`src/core/ifel_pkg.sv`:
```
// Package of the interrupt flag and enable block: register offsets,
// field positions, reset values and the bus carrier structs.
// Assumes a 32-bit Avalon-MM slave with byte addresses, one word each.
package ifel_pkg;

  localparam int ADDR_W = 8;
  localparam int DATA_W = 32;

  // Register byte offsets
  localparam logic [ADDR_W-1:0] OFS_CORE_CTRL = 8'h00;
  localparam logic [ADDR_W-1:0] OFS_PERIPH_EN = 8'h04;
  localparam logic [ADDR_W-1:0] OFS_PERIPH_FLAG = 8'h08;
  localparam logic [ADDR_W-1:0] OFS_EDGE_CFG = 8'h0C;
  localparam logic [ADDR_W-1:0] OFS_PIN_MASK = 8'h10;
  localparam logic [ADDR_W-1:0] OFS_EVT_STATUS = 8'h14;
  localparam logic [ADDR_W-1:0] OFS_EVT_MASK = 8'h18;

  // Core interrupt control fields
  localparam int CC_GLOBAL_EN = 7;
  localparam int CC_PERIPH_GATE = 6;
  localparam int CC_T0_EN = 5;
  localparam int CC_EXT_EN = 4;
  localparam int CC_PORT_EN = 3;
  localparam int CC_T0_FLAG = 2;
  localparam int CC_EXT_FLAG = 1;
  localparam int CC_PORT_FLAG = 0;

  // Peripheral enable and flag fields (same layout)
  localparam int PF_EEPROM = 7;
  localparam int PF_LOW_VOLT = 6;
  localparam int PF_CIPHER = 5;
  localparam int PF_CMP_B = 4;
  localparam int PF_CMP_A = 3;
  localparam int PF_OSC_FAIL = 2;
  localparam int PF_TIMER1 = 0;
  localparam logic [7:0] PF_IMPL_MASK = 8'hFD;

  // Edge configuration field
  localparam int EC_EDGE_SEL = 6;

  // Event status bit positions
  localparam int EV_TIMER0 = 0;
  localparam int EV_EXT_PIN = 1;
  localparam int EV_PORT = 2;
  localparam int EV_EEPROM = 3;
  localparam int EV_LOW_VOLT = 4;
  localparam int EV_CIPHER = 5;
  localparam int EV_CMP_A = 6;
  localparam int EV_CMP_B = 7;
  localparam int EV_OSC_FAIL = 8;
  localparam int EV_TIMER1 = 9;
  localparam int EV_W = 10;

  // Reset values
  localparam logic [7:0] RST_CORE_CTRL = 8'h00;
  localparam logic [7:0] RST_PERIPH_EN = 8'h00;
  localparam logic [7:0] RST_PERIPH_FLAG = 8'h00;
  localparam logic [7:0] RST_EDGE_CFG = 8'h40;
  localparam logic [EV_W-1:0] RST_EVT = 10'h000;

  typedef struct packed {
    logic read;
    logic write;
    logic [ADDR_W-1:0] address;
    logic [DATA_W-1:0] writedata;
  } ifel_bus_req_s;

  typedef struct packed {
    logic waitrequest;
    logic [DATA_W-1:0] readdata;
  } ifel_bus_rsp_s;

  // Same-clock one-cycle event pulses from on-chip sources
  typedef struct packed {
    logic timer0Rollover;
    logic ultraLowPowerWakeup;
    logic eepromWriteDone;
    logic lowVoltageDetect;
    logic cipherDone;
    logic oscFail;
    logic timer1Rollover;
  } ifel_pulse_s;

endpackage

```
`src/core/ifel_top.sv`:
```
// Interrupt flag and enable logic: core control, peripheral enable and
// flag registers, event status with mask, and the request to the core.
// Assumes a single 200 MHz clock; pins and comparator outputs are async,
// event pulses come from same-clock logic and last one cycle.
//
// Functional notes
// Flags set regardless of any enable
// Global enable gates every core request
// Peripheral gate gates all peripheral sources
// Timer0 rollover sets sticky flag bit 2
// External edge sets sticky flag bit 1
// Any masked port pin change sets flag bit 0
// Port change needs per-pin mask; includes wakeup
// Peripheral bit 1 reads zero, ignores writes
// EEPROM write done sets peripheral bit 7
// Low-voltage crossing sets peripheral bit 6
// Cipher completion sets peripheral bit 5
// Comparator output change sets bit 3/4
// Oscillator failure sets peripheral bit 2
// Timer1 rollover sets peripheral bit 0
// Software clears flags before enabling
// Software initialises timer0 before clearing flag
// Edge select 1 rising, 0 falling
// Request equals gated OR of flag-enable pairs
`timescale 1ns/100ps
`default_nettype none

module ifel_top #(
  parameter int PORT_W = 6,
  parameter bit HAS_CMP_B = 1'b1
) (
  input wire logic clk,
  input wire logic rst_b,
  input wire ifel_pkg::ifel_bus_req_s busReq,
  output ifel_pkg::ifel_bus_rsp_s busRsp,
  input wire ifel_pkg::ifel_pulse_s evtPulse,
  input wire logic externalInterruptPin,
  input wire logic [PORT_W-1:0] gpPort,
  input wire logic comparatorAOutput,
  input wire logic comparatorBOutput,
  output logic coreIrqReq,
  output logic irqOut
);

  localparam int PIN_W = PORT_W + 3;

  logic [1:0] rstSync_ff;
  logic rstN;

  logic [PIN_W-1:0] pinMeta_ff;
  logic [PIN_W-1:0] pinSync_ff;
  logic [PIN_W-1:0] pinPrev_ff;
  logic [PIN_W-1:0] pinRaw;

  logic waitReq_ff;
  logic [ifel_pkg::DATA_W-1:0] readData_ff;
  logic [ifel_pkg::DATA_W-1:0] nxt_readData;
  logic accept;
  logic wrAck;
  logic rdAck;

  logic [7:0] coreCtrl_ff;
  logic [7:0] periphEn_ff;
  logic [7:0] periphFlag_ff;
  logic [7:0] edgeCfg_ff;
  logic [PORT_W-1:0] pinMask_ff;
  logic [ifel_pkg::EV_W-1:0] evtStatus_ff;
  logic [ifel_pkg::EV_W-1:0] evtMask_ff;
  logic coreIrqReq_ff;
  logic irqOut_ff;

  logic extNow;
  logic extPrev;
  logic extEvent;
  logic [PORT_W-1:0] portChange;
  logic portEvent;
  logic cmpAEvent;
  logic cmpBEvent;
  logic [7:0] periphSet;
  logic [2:0] coreSet;
  logic [ifel_pkg::EV_W-1:0] evtVec;
  logic [ifel_pkg::EV_W-1:0] evtRdClear;
  logic wrCore;
  logic wrPeriphEn;
  logic wrPeriphFlag;
  logic [7:0] wByte;
  logic wrEdgeCfg;
  logic wrPinMask;
  logic wrEvtMask;
  logic [2:0] pinFill_ff;
  logic pinArmed;
  logic [7:0] nxt_coreCtrl;
  logic [7:0] nxt_periphFlag;
  logic coreReqTerm;
  logic periphReqTerm;
  logic nxt_coreIrqReq;
  logic nxt_irqOut;

  // Reset release through two flops
  always_ff @(posedge clk or negedge rst_b) begin
    if (!rst_b) begin
      rstSync_ff <= 2'h0;
    end else begin
      rstSync_ff <= {rstSync_ff[0], 1'b1};
    end
  end
  assign rstN = rstSync_ff[1];

  // Async pins: two flops, then a third copy for edge detection
  assign pinRaw = {comparatorBOutput, comparatorAOutput, gpPort,
                   externalInterruptPin};

  always_ff @(posedge clk or negedge rstN) begin
    if (!rstN) begin
      pinMeta_ff <= '0;
      pinSync_ff <= '0;
    end else begin
      pinMeta_ff <= pinRaw;
      pinSync_ff <= pinMeta_ff;
    end
  end

  // Compare copy for change and edge detection
  always_ff @(posedge clk or negedge rstN) begin
    if (!rstN) begin
      pinPrev_ff <= '0;
    end else begin
      pinPrev_ff <= pinSync_ff;
    end
  end

  // Compares wait for a real sample in both copies, so a pin that
  // idles high gives no false event after reset
  always_ff @(posedge clk or negedge rstN) begin
    if (!rstN) begin
      pinFill_ff <= 3'h0;
    end else begin
      pinFill_ff <= {pinFill_ff[1:0], 1'b1};
    end
  end
  assign pinArmed = pinFill_ff[2];

  assign extNow = pinSync_ff[0];
  assign extPrev = pinPrev_ff[0];

  // edge polarity
  always_comb begin
    if (edgeCfg_ff[ifel_pkg::EC_EDGE_SEL]) begin
      extEvent = pinArmed & extNow & ~extPrev;
    end else begin
      extEvent = pinArmed & ~extNow & extPrev;
    end
  end

  // masked pins plus wakeup
  assign portChange = (pinSync_ff[PORT_W:1] ^ pinPrev_ff[PORT_W:1])
                      & pinMask_ff & {PORT_W{pinArmed}};
  assign portEvent = (|portChange) | evtPulse.ultraLowPowerWakeup;

  // comparator output change
  assign cmpAEvent = pinArmed &
                     (pinSync_ff[PORT_W+1] ^ pinPrev_ff[PORT_W+1]);
  assign cmpBEvent = HAS_CMP_B & pinArmed &
                     (pinSync_ff[PORT_W+2] ^ pinPrev_ff[PORT_W+2]);

  // set terms carry no enable
  always_comb begin
    coreSet = 3'h0;
    // timer0 rollover
    coreSet[ifel_pkg::CC_T0_FLAG] = evtPulse.timer0Rollover;
    // selected pin edge
    coreSet[ifel_pkg::CC_EXT_FLAG] = extEvent;
    // port pin change
    coreSet[ifel_pkg::CC_PORT_FLAG] = portEvent;
  end

  always_comb begin
    periphSet = 8'h00;
    // write complete
    periphSet[ifel_pkg::PF_EEPROM] = evtPulse.eepromWriteDone;
    // voltage crossing
    periphSet[ifel_pkg::PF_LOW_VOLT] = evtPulse.lowVoltageDetect;
    // cipher completion
    periphSet[ifel_pkg::PF_CIPHER] = evtPulse.cipherDone;
    // comparator output change
    periphSet[ifel_pkg::PF_CMP_B] = cmpBEvent;
    periphSet[ifel_pkg::PF_CMP_A] = cmpAEvent;
    // oscillator failure
    periphSet[ifel_pkg::PF_OSC_FAIL] = evtPulse.oscFail;
    // timer1 rollover
    periphSet[ifel_pkg::PF_TIMER1] = evtPulse.timer1Rollover;
  end

  always_comb begin
    evtVec = '0;
    evtVec[ifel_pkg::EV_TIMER0] = evtPulse.timer0Rollover;
    evtVec[ifel_pkg::EV_EXT_PIN] = extEvent;
    evtVec[ifel_pkg::EV_PORT] = portEvent;
    evtVec[ifel_pkg::EV_EEPROM] = evtPulse.eepromWriteDone;
    evtVec[ifel_pkg::EV_LOW_VOLT] = evtPulse.lowVoltageDetect;
    evtVec[ifel_pkg::EV_CIPHER] = evtPulse.cipherDone;
    evtVec[ifel_pkg::EV_CMP_A] = cmpAEvent;
    evtVec[ifel_pkg::EV_CMP_B] = cmpBEvent;
    evtVec[ifel_pkg::EV_OSC_FAIL] = evtPulse.oscFail;
    evtVec[ifel_pkg::EV_TIMER1] = evtPulse.timer1Rollover;
  end

  // Bus handshake: one wait cycle, then one acknowledge cycle
  assign accept = (busReq.read | busReq.write) & waitReq_ff;
  assign wrAck = busReq.write & ~waitReq_ff;
  assign rdAck = busReq.read & ~waitReq_ff;
  assign wByte = busReq.writedata[7:0];
  assign wrCore = wrAck & (busReq.address == ifel_pkg::OFS_CORE_CTRL);
  assign wrPeriphEn = wrAck & (busReq.address == ifel_pkg::OFS_PERIPH_EN);
  assign wrPeriphFlag = wrAck &
                        (busReq.address == ifel_pkg::OFS_PERIPH_FLAG);
  assign wrEdgeCfg = wrAck & (busReq.address == ifel_pkg::OFS_EDGE_CFG);
  assign wrPinMask = wrAck & (busReq.address == ifel_pkg::OFS_PIN_MASK);
  assign wrEvtMask = wrAck & (busReq.address == ifel_pkg::OFS_EVT_MASK);

  always_ff @(posedge clk or negedge rstN) begin
    if (!rstN) begin
      waitReq_ff <= 1'b1;
    end else begin
      waitReq_ff <= ~accept;
    end
  end

  // Unmapped offsets read as zero
  always_comb begin
    nxt_readData = '0;
    unique case (busReq.address)
      ifel_pkg::OFS_CORE_CTRL: nxt_readData[7:0] = coreCtrl_ff;
      ifel_pkg::OFS_PERIPH_EN: nxt_readData[7:0] = periphEn_ff;
      ifel_pkg::OFS_PERIPH_FLAG: nxt_readData[7:0] = periphFlag_ff;
      ifel_pkg::OFS_EDGE_CFG: nxt_readData[7:0] = edgeCfg_ff;
      ifel_pkg::OFS_PIN_MASK: nxt_readData[PORT_W-1:0] = pinMask_ff;
      ifel_pkg::OFS_EVT_STATUS: begin
        nxt_readData[ifel_pkg::EV_W-1:0] = evtStatus_ff;
      end
      ifel_pkg::OFS_EVT_MASK: begin
        nxt_readData[ifel_pkg::EV_W-1:0] = evtMask_ff;
      end
      default: nxt_readData = '0;
    endcase
  end

  always_ff @(posedge clk or negedge rstN) begin
    if (!rstN) begin
      readData_ff <= '0;
    end else if (accept) begin
      readData_ff <= busReq.read ? nxt_readData : '0;
    end
  end

  // sticky, set wins over a software clear
  always_comb begin
    nxt_coreCtrl = coreCtrl_ff;
    if (wrCore) begin
      nxt_coreCtrl = wByte;
    end
    nxt_coreCtrl = nxt_coreCtrl | {5'h00, coreSet};
  end

  always_ff @(posedge clk or negedge rstN) begin
    if (!rstN) begin
      coreCtrl_ff <= ifel_pkg::RST_CORE_CTRL;
    end else begin
      coreCtrl_ff <= nxt_coreCtrl;
    end
  end

  // unimplemented bit masked on write
  always_ff @(posedge clk or negedge rstN) begin
    if (!rstN) begin
      periphEn_ff <= ifel_pkg::RST_PERIPH_EN;
    end else if (wrPeriphEn) begin
      periphEn_ff <= wByte & ifel_pkg::PF_IMPL_MASK;
    end
  end

  // sticky peripheral flags
  always_comb begin
    nxt_periphFlag = periphFlag_ff;
    if (wrPeriphFlag) begin
      nxt_periphFlag = wByte;
    end
    nxt_periphFlag = (nxt_periphFlag | periphSet) & ifel_pkg::PF_IMPL_MASK;
  end

  always_ff @(posedge clk or negedge rstN) begin
    if (!rstN) begin
      periphFlag_ff <= ifel_pkg::RST_PERIPH_FLAG;
    end else begin
      periphFlag_ff <= nxt_periphFlag;
    end
  end

  // Only the edge select bit is kept
  always_ff @(posedge clk or negedge rstN) begin
    if (!rstN) begin
      edgeCfg_ff <= ifel_pkg::RST_EDGE_CFG;
    end else if (wrEdgeCfg) begin
      edgeCfg_ff <= wByte & ifel_pkg::RST_EDGE_CFG;
    end
  end

  always_ff @(posedge clk or negedge rstN) begin
    if (!rstN) begin
      pinMask_ff <= '0;
    end else if (wrPinMask) begin
      pinMask_ff <= busReq.writedata[PORT_W-1:0];
    end
  end

  always_ff @(posedge clk or negedge rstN) begin
    if (!rstN) begin
      evtMask_ff <= ifel_pkg::RST_EVT;
    end else if (wrEvtMask) begin
      evtMask_ff <= busReq.writedata[ifel_pkg::EV_W-1:0];
    end
  end

  // Only bits already shown to software are cleared by the read
  always_comb begin
    evtRdClear = '0;
    if (rdAck && busReq.address == ifel_pkg::OFS_EVT_STATUS) begin
      evtRdClear = readData_ff[ifel_pkg::EV_W-1:0];
    end
  end

  always_ff @(posedge clk or negedge rstN) begin
    if (!rstN) begin
      evtStatus_ff <= ifel_pkg::RST_EVT;
    end else begin
      evtStatus_ff <= (evtStatus_ff & ~evtRdClear) | evtVec;
    end
  end

  // core flag-enable pairs
  assign coreReqTerm =
    |(coreCtrl_ff[ifel_pkg::CC_T0_EN:ifel_pkg::CC_PORT_EN] &
      coreCtrl_ff[ifel_pkg::CC_T0_FLAG:ifel_pkg::CC_PORT_FLAG]);
  // peripheral gate
  assign periphReqTerm = coreCtrl_ff[ifel_pkg::CC_PERIPH_GATE] &
                         (|(periphEn_ff & periphFlag_ff));
  // global enable over both
  assign nxt_coreIrqReq = coreCtrl_ff[ifel_pkg::CC_GLOBAL_EN] &
                          (coreReqTerm | periphReqTerm);
  assign nxt_irqOut = |(evtStatus_ff & evtMask_ff);

  always_ff @(posedge clk or negedge rstN) begin
    if (!rstN) begin
      coreIrqReq_ff <= 1'b0;
    end else begin
      coreIrqReq_ff <= nxt_coreIrqReq;
    end
  end

  always_ff @(posedge clk or negedge rstN) begin
    if (!rstN) begin
      irqOut_ff <= 1'b0;
    end else begin
      irqOut_ff <= nxt_irqOut;
    end
  end

  assign busRsp.waitrequest = waitReq_ff;
  assign busRsp.readdata = readData_ff;
  assign coreIrqReq = coreIrqReq_ff;
  assign irqOut = irqOut_ff;

endmodule // ifel_top

`default_nettype wire

```
`config.mk`:
```
export PLATFORM = sky130hd
export DESIGN_NAME = ifel_top
export DESIGN_NICKNAME = d
export VERILOG_FILES = /design/src/core/ifel_pkg.sv /design/src/core/ifel_top.sv
export SDC_FILE = /design/constraint.sdc
export NUM_CORES = 1
export LEC_CHECK = 0
export BUFFER_PORTS_ARGS = -buffer_cell sky130_fd_sc_hd__buf_4
export CAP_MARGIN = 20
export CORE_MARGIN = 2
export CORE_UTILIZATION = 53
export DETAILED_ROUTE_END_ITERATION = 8
export PLACE_DENSITY = 0.87
export SETUP_SLACK_MARGIN = 0.3
export SYNTH_ARGS = -nofsm -noshare
export SYNTH_HDL_FRONTEND = slang
export SYNTH_SLANG_ARGS = --single-unit
export TNS_END_PERCENT = 100
```
`constraint.sdc`:
```
create_clock -name clk -period 4 [get_ports clk]
set_clock_uncertainty 0.1 [all_clocks]
set_input_delay 1.2 -clock clk [delete_from_list [all_inputs] [get_ports clk]]
set_output_delay 1.2 -clock clk [all_outputs]
set_load 0.005 [all_outputs]
```
== Word-level counts from Yosys, hierarchy flattened ==
Index checks and enable logic that the tools add are counted.

* Eq/ne operators: 6
* Mux-type cells: 8
* Bitwise gates (word level): 37
* Reduce and logical (&&, ||, !) cells: 6

{| class="wikitable"
|+ Operators with widths
! operator !! count
|-
| $pmux 6 s6 || 1
|-
| $eq 8x5->1 const B || 3
|-
| $and 10x10->10 || 2
|-
| $mux 10 || 2
|-
| $and 1x1->1 || 17
|-
| $eq 8x4->1 const B || 2
|-
| $mux 8 || 2
|-
| $and 6x6->6 || 2
|-
| $pmux 2 s6 || 1
|-
| $not 10->10 || 1
|-
| $or 10x10->10 || 1
|-
| $reduce_or 10->1 || 1
|-
| $and 8x8->8 || 1
|-
| $eq 8x3->1 const B || 1
|-
| $logic_not 8->1 || 1
|-
| $or 8x3->8 || 1
|-
| $or 8x8->8 || 1
|-
| $reduce_or 8->1 || 1
|-
| $reduce_or 6->1 || 1
|-
| $xor 6x6->6 || 1
|-
| $not 1->1 || 4
|-
| $pmux 2 s2 || 1
|-
| $and 3x3->3 || 1
|-
| $or 1x1->1 || 3
|-
| other kinds (4) || 5
|}

* Bits in registers: 116
* Output and inout bits: 35
* Logic and storage cells: 73

== Logic depth before layout (Yosys ltp) ==
Gate-level depths: netlist of the first run.

* Word-level depth: 7
* Gate-level depth with buffers: 6
* Mapped depth without buffers: 4

== Least setup slack after synthesis of the first run ==
No wires, ideal clock.

* Path kind: input port to flip-flop
* From: in busReq[39] (netlist name)
* To: reg evtStatus_ff[1] (netlist name)
* Setup time: 0.119 ns
* Arrival time: 2.368 ns
* Required time: 3.781 ns
* Slack: 1.413 ns
* Stages: 5
* Path through: or3b_1 -> buf_2 -> nor4b_4 -> nand2_1 -> a21bo_1

* Cells in the longest elaborated chain, start to end: 6

{| class="wikitable"
|+ Ends and longest elaborated chain
! item !! RTL line !! source
|-
| start, declared || ifel_top.sv:34 || <nowiki>input wire ifel_pkg::ifel_bus_req_s busReq,</nowiki>
|-
| $eq 8x5->1 || ifel_top.sv:327 || <nowiki>if (rdAck && busReq.address == ifel_pkg::OFS_EVT_STATUS) begin</nowiki>
|-
| $logic_and 1x1->1 || ifel_top.sv:327 ||
|-
| $mux 10 || ifel_top.sv:327 ||
|-
| $not 10->10 || ifel_top.sv:336 || <nowiki>evtStatus_ff <= (evtStatus_ff & ~evtRdClear) | evtVec;</nowiki>
|-
| $and 10x10->10 || ifel_top.sv:336 ||
|-
| $or 10x10->10 || ifel_top.sv:336 ||
|-
| end signal, assigned || ifel_top.sv:334 || <nowiki>evtStatus_ff <= ifel_pkg::RST_EVT;</nowiki>
|-
| end signal, assigned || ifel_top.sv:336 ||
|-
| end, declared || ifel_top.sv:67 || <nowiki>logic [ifel_pkg::EV_W-1:0] evtStatus_ff;</nowiki>
|}

Every way passes these cells.
A chain may end at the register's enable or synchronous reset.

== Final worst setup path of the first run ==
* From: in busReq[35] (netlist name)
* To: reg evtStatus_ff[2] (netlist name)

Same word-level chain as after synthesis.

==> results of run 1 <==
[metal layers]
metal	GRT usage	routed length (um)	vias up	part of all wire
li1	-	-	1213	-
met1	0.273	3430	1389	0.40
met2	0.349	4350	134	0.50
met3	0.0575	589	25	0.068
met4	0.0858	278	0	0.032
met5	0	0	-	0
[worst max-delay path, stage by stage]
cell and delay (ps):
sky130_fd_sc_hd__buf_4 220, sky130_fd_sc_hd__nor4b_4 440, sky130_fd_sc_hd__nor4b_4 660, sky130_fd_sc_hd__nand2_1 140, sky130_fd_sc_hd__a21o_1 210
[placed cells by master, fill, tap and decap left out, types with 3 or more instances in the layout]
master	count
sky130_fd_sc_hd__dfrtp_1	91
sky130_fd_sc_hd__mux2i_1	10
sky130_fd_sc_hd__mux4_2	3
sky130_fd_sc_hd__clkbuf_8	10
sky130_fd_sc_hd__mux2_2	33
sky130_fd_sc_hd__nand4_1	3
sky130_fd_sc_hd__xor2_1	8
sky130_fd_sc_hd__inv_1	6
sky130_fd_sc_hd__nor2_1	13
sky130_fd_sc_hd__a211o_1	7
sky130_fd_sc_hd__buf_4	52
sky130_fd_sc_hd__nand2_1	29
sky130_fd_sc_hd__a22oi_1	12
sky130_fd_sc_hd__conb_1	24
sky130_fd_sc_hd__a21oi_1	3
sky130_fd_sc_hd__o21ai_0	8
sky130_fd_sc_hd__a21o_1	7
sky130_fd_sc_hd__a22o_1	3
[worst max path at each step]
stage | start | end | slack [ps] | depth (start not counted)
floorplan | rstSync_ff[1]$_DFF_PN0_ | coreCtrl_ff[0]$_DFF_PN0_ | 1090 | 0
global placement | busReq[35] | evtStatus_ff[1]$_DFF_PN0_ | 940 | 5
detailed placement | busReq[35] | evtStatus_ff[1]$_DFF_PN0_ | 920 | 5
CTS | busReq[35] | evtStatus_ff[2]$_DFF_PN0_ | 1290 | 5
global route | busReq[35] | evtStatus_ff[2]$_DFF_PN0_ | 1170 | 5
finish | busReq[35] | evtStatus_ff[2]$_DFF_PN0_ | 1280 | 5
[cells by family after synthesis]
kind of cell           count (synthesis)  synth area share
XOR/XNOR                               8            0.0171
buffers and inverters                 38            0.0581
flip-flops                            94             0.576
multiplexers                          46             0.132
AND/OR/NAND/NOR                       73             0.107
AO/OA/AOI/OAI                         58             0.108
other                                  2           0.00184
[power by group through the flow]
stage | logic [mW] | registers (mW) | clock network, mW
finish | 0.146 | 1.00 | 0.699
global route | 0.160 | 1.01 | 0.753
CTS | 0.129 | 1.02 | 0.712
detailed placement | 0.128 | 1.03 | 0
global placement | 0.124 | 1.03 | 0
floorplan | 0.0846 | 1.02 | 0
[sequential cells by signal, indices dropped and copies added, names as in the netlist, 2 cells and up]
signal	flops
coreCtrl_ff	8
pinMask_ff	6
evtMask_ff	10
rstSync_ff	2
pinSync_ff	9
evtStatus_ff	10
periphFlag_ff	7
readData_ff	10
pinFill_ff	3
periphEn_ff	7
pinPrev_ff	9
pinMeta_ff	9
[area by class of cell]
class                           instances  area share
Timing Repair Buffer                   53      0.0882
Inverter                                6     0.00475
Sequential cell                        94       0.498
Multi-Input combinational cell        209       0.334
Clock buffer                           10      0.0291
Clock inverter                          6      0.0193
Tap cell                              102      0.0269
[through the flow]
stage | hold WS, ps | instance area (um^2)
floorplan | 231 | 4170
global placement | 232 | 4480
detailed placement | 235 | 4480
CTS | 256 | 4710
global route | 111 | 4740
finish | 87.1 | 4740
==> impl_metrics.py, run 1 <==
metrics = {
    "layout": {
        "multiInputGateArea_um2": 1580,
        "antenna-diode-count": 0,
        "layout-area-overhead-vs-synth_pct": 15.8,
        "layoutNonFillerInstCount": 480,
        "drive_above_1_share": 0.315,
        "sequential_cell_area_um2": 2360,
        "n_fill_cell": 590,
        "finish.utilization": 0.623,
        "finish.net_count": 433,
    },
    "yosys": {
        "yosysWarningCount": 0,
        "netlist-cell-type-count": 53,
        "ys.flop_type": "sky130_fd_sc_hd__dfrtp_1",
        "synth.top_cells.by_count": "sky130_fd_sc_hd__dfrtp_1 (92), sky130_fd_sc_hd__mux2_2 (33), sky130_fd_sc_hd__nand2_1 (29)",
        "mean_area_per_synthesized_cell_um2": 12.8,
        "synth_edf_count": 0,
        "yosysTopAreaCellShare": 0.563,
        "synth.most_common_cell": "sky130_fd_sc_hd__dfrtp_1",
        "postSynthRegisterBits": 94,
        "synth_sequential_area_ratio": 0.576,
        "synth_area_leader_cell": "sky130_fd_sc_hd__dfrtp_1",
        "yosys-top-cells-area": "sky130_fd_sc_hd__dfrtp_1 (56%), sky130_fd_sc_hd__mux2_2 (9.1%), sky130_fd_sc_hd__buf_4 (4.4%)",
        "async_reset_ff_frac": 1.00,
        "syn-cell-area_um2": 4090,
        "gate_count_post_synth": 319,
    },
    "worst_setup_path": {
        "reg2reg_setup_slack_ps": 2110,
        "worstPathRequired_ps": 4150,
        "timing.critical_path.fanout_max": 21,
        "timing.rr.start": "waitReq_ff$_DFF_PN1_",
        "worstSetupStartpointType": "primary input",
        "worstReg2RegEnd": "periphEn_ff[4]$_DFFE_PN0P_",
        "setup.worst_path.class": "in2reg",
        "end_kind": "flip-flop",
        "arrival_ps": 2880,
        "reg2regPathDepth": 4,
    },
    "timing": {
        "final.min_clock_period_ps": 2720,
        "setup-tns-final_ps": 0,
        "grt_setup_unrepaired": "false",
        "post_route_setup_slack_ps": 1280,
        "relSlewSlack": 0.519,
        "min_period_over_period": 0.681,
        "max_slew.worst_pin.slew_ps": 714,
        "report.final.hold_viol_count": 0,
        "setup_violations": 0,
        "max_freq_mhz": 367,
        "report.final.slew_viol_count": 0,
    },
    "power": {
        "p_clk_frac": 0.379,
        "irDropWorstVdd_mv": 0.302,
        "power_frac_seq": 0.542,
        "power.share.combinational": 0.079,
        "report.power.total_mw": 1.85,
        "internal-power_mw": 1.42,
        "leakagePower_nw": 2.15,
        "proportion_of_total_power_due_to_net_switching": 0.232,
        "power.density_cell_area_nw_per_um2": 390,
        "netSwitchingPower_mw": 0.428,
    },
    "routing": {
        "avgRoutedWirePerCell_um": 18.0,
        "route.final.wire_length_um": 8660,
        "avgViaCountPerCell": 5.75,
        "drt_drc_violations_left": 0,
        "antenna_left": 0,
        "num_vias": 2761,
        "first_iter_violations": 257,
        "firstDrtPassIters": 5,
    },
    "floorplanning": {
        "die_footprint_um2": 8440,
        "fp.dieW_um": 91.9,
        "num_rows": 32,
        "fp.dieH_um": 91.9,
        "core-area_um2": 7610,
        "floorplan.initialDensity": 0.538,
        "top_level_ports": 95,
    },
    "cts": {
        "reg_clk_slew_reported_paths_ps": 90,
        "post-cts-setup-buffers": 0,
        "cts_repair_resize_count": 0,
        "worstSkewPairLatency_ps": 360,
        "cts-root-to-sink-buffers": 2,
        "htreeDepth": 3,
        "number_of_buffers_created_by_cts": 9,
        "clkSinkCount": 94,
        "cts_root_buffer": "sky130_fd_sc_hd__clkbuf_8",
        "post_cts_hold_buffer_count": 0,
        "cts_tree": "yes",
    },
    "grt": {
        "groute.usage.overall": 0.214,
        "grt_antenna_before_repair": 0,
        "grt_pass1_vias": 2712,
        "grt_overflow": 0,
        "wire_length_of_the_first_global_routing_pass_um": 13800,
        "grt_max_degree": 93,
    },
    "place": {
        "port_buffers": 50,
        "place_ws_ps": 923,
        "finalWeightedCongestion": 0.898,
        "post-dp-hpwl_um": 6110,
        "post-place-cells": 463,
    },
    "run": {
        "cap_violations": 0,
    },
    "worst_hold_path": {
        "hold_path_class": "reg2async",
    },
    "run_status": {
        "run_status": "complete, no violations",
    },
}
Power figures use the tool's default switching activity.
==> run 2, diff against run 1 <==
Settings changed: CORE_UTILIZATION 53 to 48, PLACE_DENSITY 0.87 to 0.83.
Clock period 4 ns to 2.2 ns, I/O delays scaled along.
==> impl_metrics.py, run 2 (synthesized netlist as in run 1, its figures left out) <==
metrics = {
    "run_status": {
        "run_status": "complete, no violations",
    },
    "worst_setup_path": {
        "reg2regPathDepth": 4,
        "worst-path-stages": 5,
        "cp_slowest_cell": "sky130_fd_sc_hd__or4b_4",
        "end_kind": "flip-flop",
        "worstSetupStartpointType": "primary input",
        "setup.worst_path.class": "in2reg",
        "worstPathRequired_ps": 2350,
        "slowest_delay_ps": 570,
        "cp_cell_sequence": "buf_6 -> or4b_4 -> nor2_4 -> nand3_4 -> mux2_4",
        "arrival_ps": 2070,
        "timing.critical_path.fanout_max": 5,
        "cp_top_family": "simple AND/OR/NAND/NOR gates",
        "worstPathBufferInverterCount": 1,
    },
    "floorplanning": {
        "floorplan.initialDensity": 0.495,
        "core-area_um2": 8260,
        "num_rows": 33,
        "die_footprint_um2": 9280,
        "fp.dieH_um": 96.3,
        "top_level_ports": 95,
        "fp.dieW_um": 96.3,
    },
    "cts": {
        "reg_clk_slew_reported_paths_ps": 80,
        "cts_root_buffer": "sky130_fd_sc_hd__clkbuf_8",
        "cts-root-to-sink-buffers": 2,
        "number_of_buffers_created_by_cts": 9,
        "clkSinkCount": 94,
        "cts_tree": "yes",
        "htreeDepth": 3,
        "worstSkewPairLatency_ps": 360,
    },
    "grt": {
        "groute.usage.overall": 0.211,
        "grt_overflow": 0,
        "grt_pass1_vias": 2709,
        "wire_length_of_the_first_global_routing_pass_um": 14100,
        "grt_antenna_before_repair": 0,
        "grt_max_degree": 76,
    },
    "place": {
        "post_dp_cell_area_um2": 4660,
        "post-dp-hpwl_um": 6510,
        "place_ws_ps": -101,
        "port_buffers": 50,
        "finalWeightedCongestion": 0.879,
        "post-place-cells": 482,
    },
    "routing": {
        "first_iter_violations": 159,
        "antenna_left": 0,
        "drt_drc_violations_left": 0,
        "avgRoutedWirePerCell_um": 18.5,
        "route.final.wire_length_um": 9230,
        "firstDrtPassIters": 5,
        "num_vias": 2861,
        "avgViaCountPerCell": 5.72,
    },
    "power": {
        "irDropWorstVdd_mv": 0.535,
        "leakagePower_nw": 2.26,
        "power.density_cell_area_nw_per_um2": 657,
    },
    "timing": {
        "grt_setup_unrepaired": "true",
        "report.final.slew_viol_count": 0,
        "setup_violations": 0,
        "setup-tns-final_ps": 0,
        "min_period_over_period": 0.875,
        "report.final.hold_viol_count": 0,
        "max_freq_mhz": 520,
        "hold_slack_ps": 98.9,
        "post_route_setup_slack_ps": 276,
        "final.min_clock_period_ps": 1920,
    },
    "layout": {
        "layout_commonest_cell": "sky130_fd_sc_hd__dfrtp_1",
        "finish.net_count": 451,
        "n_fill_cell": 683,
        "layout-area-overhead-vs-synth_pct": 19.7,
        "layoutNonFillerInstCount": 500,
        "largestRegisters": "evtMask_ff (10), evtStatus_ff (10), readData_ff (10)",
        "drive_above_1_share": 0.342,
        "final_cell_area_um2": 4900,
        "antenna-diode-count": 0,
        "final_cell_mix": "sky130_fd_sc_hd__dfrtp_1 (91), sky130_fd_sc_hd__buf_4 (66), sky130_fd_sc_hd__mux2_2 (31)",
    },
    "run": {
        "cap_violations": 0,
    },
    "worst_hold_path": {
        "hold_path_class": "reg2async",
    },
}
[run 2: worst paths after layout]
kind	startpoint	end	slack, ps
hold reg to reg	rstSync_ff[1]$_DFF_PN0_	pinMeta_ff[7]$_DFF_PN0_	100
hold / removal	rstSync_ff[1]$_DFF_PN0_	pinMeta_ff[7]$_DFF_PN0_	100
setup / recovery	busReq[39]	evtMask_ff[1]$_DFFE_PN0P_	280
min in group clk	pinMeta_ff[7]$_DFF_PN0_	pinSync_ff[7]$_DFF_PN0_	250
setup reg to reg	waitReq_ff$_DFF_PN1_	evtMask_ff[1]$_DFFE_PN0P_	300
max in group asynchronous	rstSync_ff[1]$_DFF_PN0_	waitReq_ff$_DFF_PN1_	1210
[run 2: through the flow]
stage                     power (mW)   util
after CTS                       3.24  0.591
after global routing            3.36  0.593
after floorplan                 2.02      -
after global placement          2.13  0.564
after detailed placement        2.14  0.564
final                           3.22  0.593
[run 2: final cells by class]
class	count	area, um^2	area share
clock buffers	10	128	0.0261
clock inverters	5	60.1	0.0123
inverters	6	22.5	0.00460
multi-input cells	210	1650	0.337
flip-flops and latches	94	2360	0.482
well taps	105	131	0.0268
repair buffers	70	548	0.112
[run 2: repair_timing]
| action | 4_1_cts | 5_1_grt |
|---|---|---|
| pin swaps | 0 | 1 |
| endpoints found under the setup margin | 11 | 12 |
| gates cloned | 1 | 0 |
| resized for setup | 2 | 3 |
| buffers inserted | 0 | 1 |
| endpoints found under the hold margin | 2 | 0 |
| hold buffers | 1 | 0 |
[run 2: where the power goes]
part	leakage, nW	switching (mW)	total [mW]	internal, mW
clock network	0.0927	0.584	1.11	0.523
logic	1.04	0.155	0.291	0.136
registers	1.12	0.0401	1.82	1.78
[run 2: routing by layer]
metal / global-route usage / share of wire / vias to the layer above
li1: - / - / 1255
met1: 0.282 / 0.42 / 1447
met2: 0.331 / 0.48 / 135
met3: 0.0493 / 0.076 / 24
met4: 0.0915 / 0.030 / 0
met5: 0 / 0 / -
==> run 3, diff against run 2 <==
Settings changed: CORE_UTILIZATION 48 to 53, PLACE_DENSITY 0.83 to 0.87.
Clock period 2.2 ns to 1.8 ns, I/O delays scaled along.
==> impl_metrics.py, run 3 (synthesized netlist as in run 1, its figures left out) <==
metrics = {
    "timing": {
        "setup_violations": 17,
        "grt_setup_unrepaired": "true",
        "final.min_clock_period_ps": 1840,
        "post_route_setup_slack_ps": -35.4,
        "report.final.slew_viol_count": 0,
        "max_freq_mhz": 545,
        "report.final.hold_viol_count": 0,
        "setup-tns-final_ps": -271,
        "min_period_over_period": 1.02,
    },
    "cts": {
        "cts-root-to-sink-buffers": 2,
        "clkSinkCount": 94,
        "cts_tree": "yes",
        "reg_clk_slew_reported_paths_ps": 90,
        "htreeDepth": 3,
        "cts_root_buffer": "sky130_fd_sc_hd__clkbuf_8",
        "worstSkewPairLatency_ps": 360,
        "number_of_buffers_created_by_cts": 9,
    },
    "routing": {
        "num_vias": 3132,
        "avgViaCountPerCell": 5.81,
        "avgRoutedWirePerCell_um": 19.7,
        "drt_drc_violations_left": 0,
        "antenna_left": 0,
        "route.final.wire_length_um": 10600,
        "first_iter_violations": 307,
        "firstDrtPassIters": 5,
    },
    "worst_setup_path": {
        "reg2reg_setup_slack_ps": -40,
        "slowest_delay_ps": 530,
        "timing.rr.start": "waitReq_ff$_DFF_PN1_",
        "worstSetupStartpointType": "flip-flop",
        "end_kind": "flip-flop",
        "reg2regPathDepth": 5,
        "worstPathBufferInverterCount": 1,
        "worstReg2RegEnd": "evtMask_ff[8]$_DFFE_PN0P_",
        "setup_crit_end": "evtMask_ff[8]$_DFFE_PN0P_",
        "arrival_ps": 1980,
        "worstPathRequired_ps": 1950,
        "cp_slowest_cell": "sky130_fd_sc_hd__or4b_4",
        "cp_cell_sequence": "or4b_4 -> nor2_4 -> buf_4 -> nand3_4 -> mux2_2",
        "timing.critical_path.fanout_max": 5,
        "setup.worst_path.class": "reg2reg",
        "cp_top_family": "simple AND/OR/NAND/NOR gates",
        "worst-path-stages": 5,
        "crit_start": "waitReq_ff$_DFF_PN1_",
    },
    "floorplanning": {
        "core-area_um2": 7610,
        "fp.dieW_um": 91.9,
        "num_rows": 32,
        "fp.dieH_um": 91.9,
        "top_level_ports": 95,
        "floorplan.initialDensity": 0.538,
        "die_footprint_um2": 8440,
    },
    "power": {
        "irDropWorstVdd_mv": 0.522,
        "report.power.total_mw": 3.94,
        "leakagePower_nw": 2.54,
        "proportion_of_total_power_due_to_net_switching": 0.253,
        "power_frac_seq": 0.566,
        "power.density_cell_area_nw_per_um2": 722,
        "internal-power_mw": 2.94,
        "netSwitchingPower_mw": 0.998,
        "p_clk_frac": 0.319,
        "power.share.combinational": 0.115,
    },
    "grt": {
        "fraction_of_met3_tracks_used_by_global_routing": 0.0435,
        "grt_pass1_vias": 3082,
        "groute.usage.overall": 0.246,
        "grt_overflow": 0,
        "groute.layer.met1.usage": 0.316,
        "grt_antenna_before_repair": 0,
        "grt_busiest_layer": "met2",
        "grt_max_degree": 37,
        "global_route.usage.met2": 0.414,
        "wire_length_of_the_first_global_routing_pass_um": 15900,
    },
    "layout": {
        "drive_above_1_share": 0.476,
        "finish.net_count": 492,
        "layoutNonFillerInstCount": 539,
        "final_cell_mix": "sky130_fd_sc_hd__dfrtp_1 (91), sky130_fd_sc_hd__buf_4 (80), sky130_fd_sc_hd__mux2_2 (28)",
        "finish.utilization": 0.717,
        "antenna-diode-count": 0,
        "layout-area-overhead-vs-synth_pct": 33.4,
        "layout_commonest_cell": "sky130_fd_sc_hd__dfrtp_1",
        "largestRegisters": "evtMask_ff (10), evtStatus_ff (10), readData_ff (10)",
    },
    "worst_hold_path": {
        "hold_path_class": "reg2async",
    },
    "place": {
        "post-place-cells": 498,
        "finalWeightedCongestion": 0.969,
        "post-dp-hpwl_um": 6930,
        "port_buffers": 50,
    },
    "run_status": {
        "run_status": "complete, but fails checks",
        "violations": "negative setup slack",
    },
    "run": {
        "cap_violations": 0,
    },
}
## run 3: changes by cell type in the layout (fill, tap and decap cells not counted), sizes merged
cell | before | now
buf | 69 | 109
clkinv | 2 | 4
inv | 7 | 6
nand3 | 5 | 6
clkbuf | 10 | 11
bufinv | 1 | 0
## run 3: power groups by stage
stage	Combinational (mW)	Clock, mW	Sequential, mW
floorplan	0.195	0	2.28
global placement	0.365	0	2.27
detailed placement	0.376	0	2.27
CTS	0.409	1.28	2.23
global route	0.486	1.38	2.24
finish	0.453	1.26	2.23
## run 3: worst min path at each step
| stage | from | to | depth (start not counted) |
|---|---|---|---|
| after floorplan | rst_b | rstSync_ff[0]$_DFF_PN0_ | 0 |
| after global placement | rstSync_ff[1]$_DFF_PN0_ | pinMeta_ff[0]$_DFF_PN0_ | 0 |
| after detailed placement | rstSync_ff[1]$_DFF_PN0_ | pinMeta_ff[0]$_DFF_PN0_ | 0 |
| after CTS | gpPort[3] | pinMeta_ff[4]$_DFF_PN0_ | 1 |
| after global routing | gpPort[0] | pinMeta_ff[1]$_DFF_PN0_ | 1 |
| final | rstSync_ff[1]$_DFF_PN0_ | periphFlag_ff[0]$_DFF_PN0_ | 0 |
## run 3: what timing repair did
action / CTS / global route
gates resized for setup: 48 / 33
hold buffers: 1 / 0
hold endpoints to repair: 2 / 0
gates cloned: 1 / 2
pin swaps: 25 / 17
buffers inserted: 13 / 8
endpoints found under the setup margin: 71 / 72
## run 3: layer usage
metal,wire length [um],part of all wire
met4,472,0.044
met3,805,0.076
met1,4130,0.39
met2,5230,0.49
met5,0,0
## run 3: final cells by class
class,instances,area [um^2]
Clock buffer,11,141
Clock inverter,5,35.0
Fill cell,510,2150
Inverter,6,22.5
Multi-Input combinational cell,211,1820
Sequential cell,94,2360
Tap cell,102,128
Timing Repair Buffer,110,952
## run 3: per-stage QoR
step / setup slack (ps) / area [um^2] / hold slack (ps)
floorplan: -123 / 4230 / 144
detailed placement: -371 / 4800 / 191
global placement: -317 / 4800 / 185
CTS: -0.216 / 5260 / 170
finish: -35.4 / 5460 / 180
global route: -63.5 / 5460 / 163
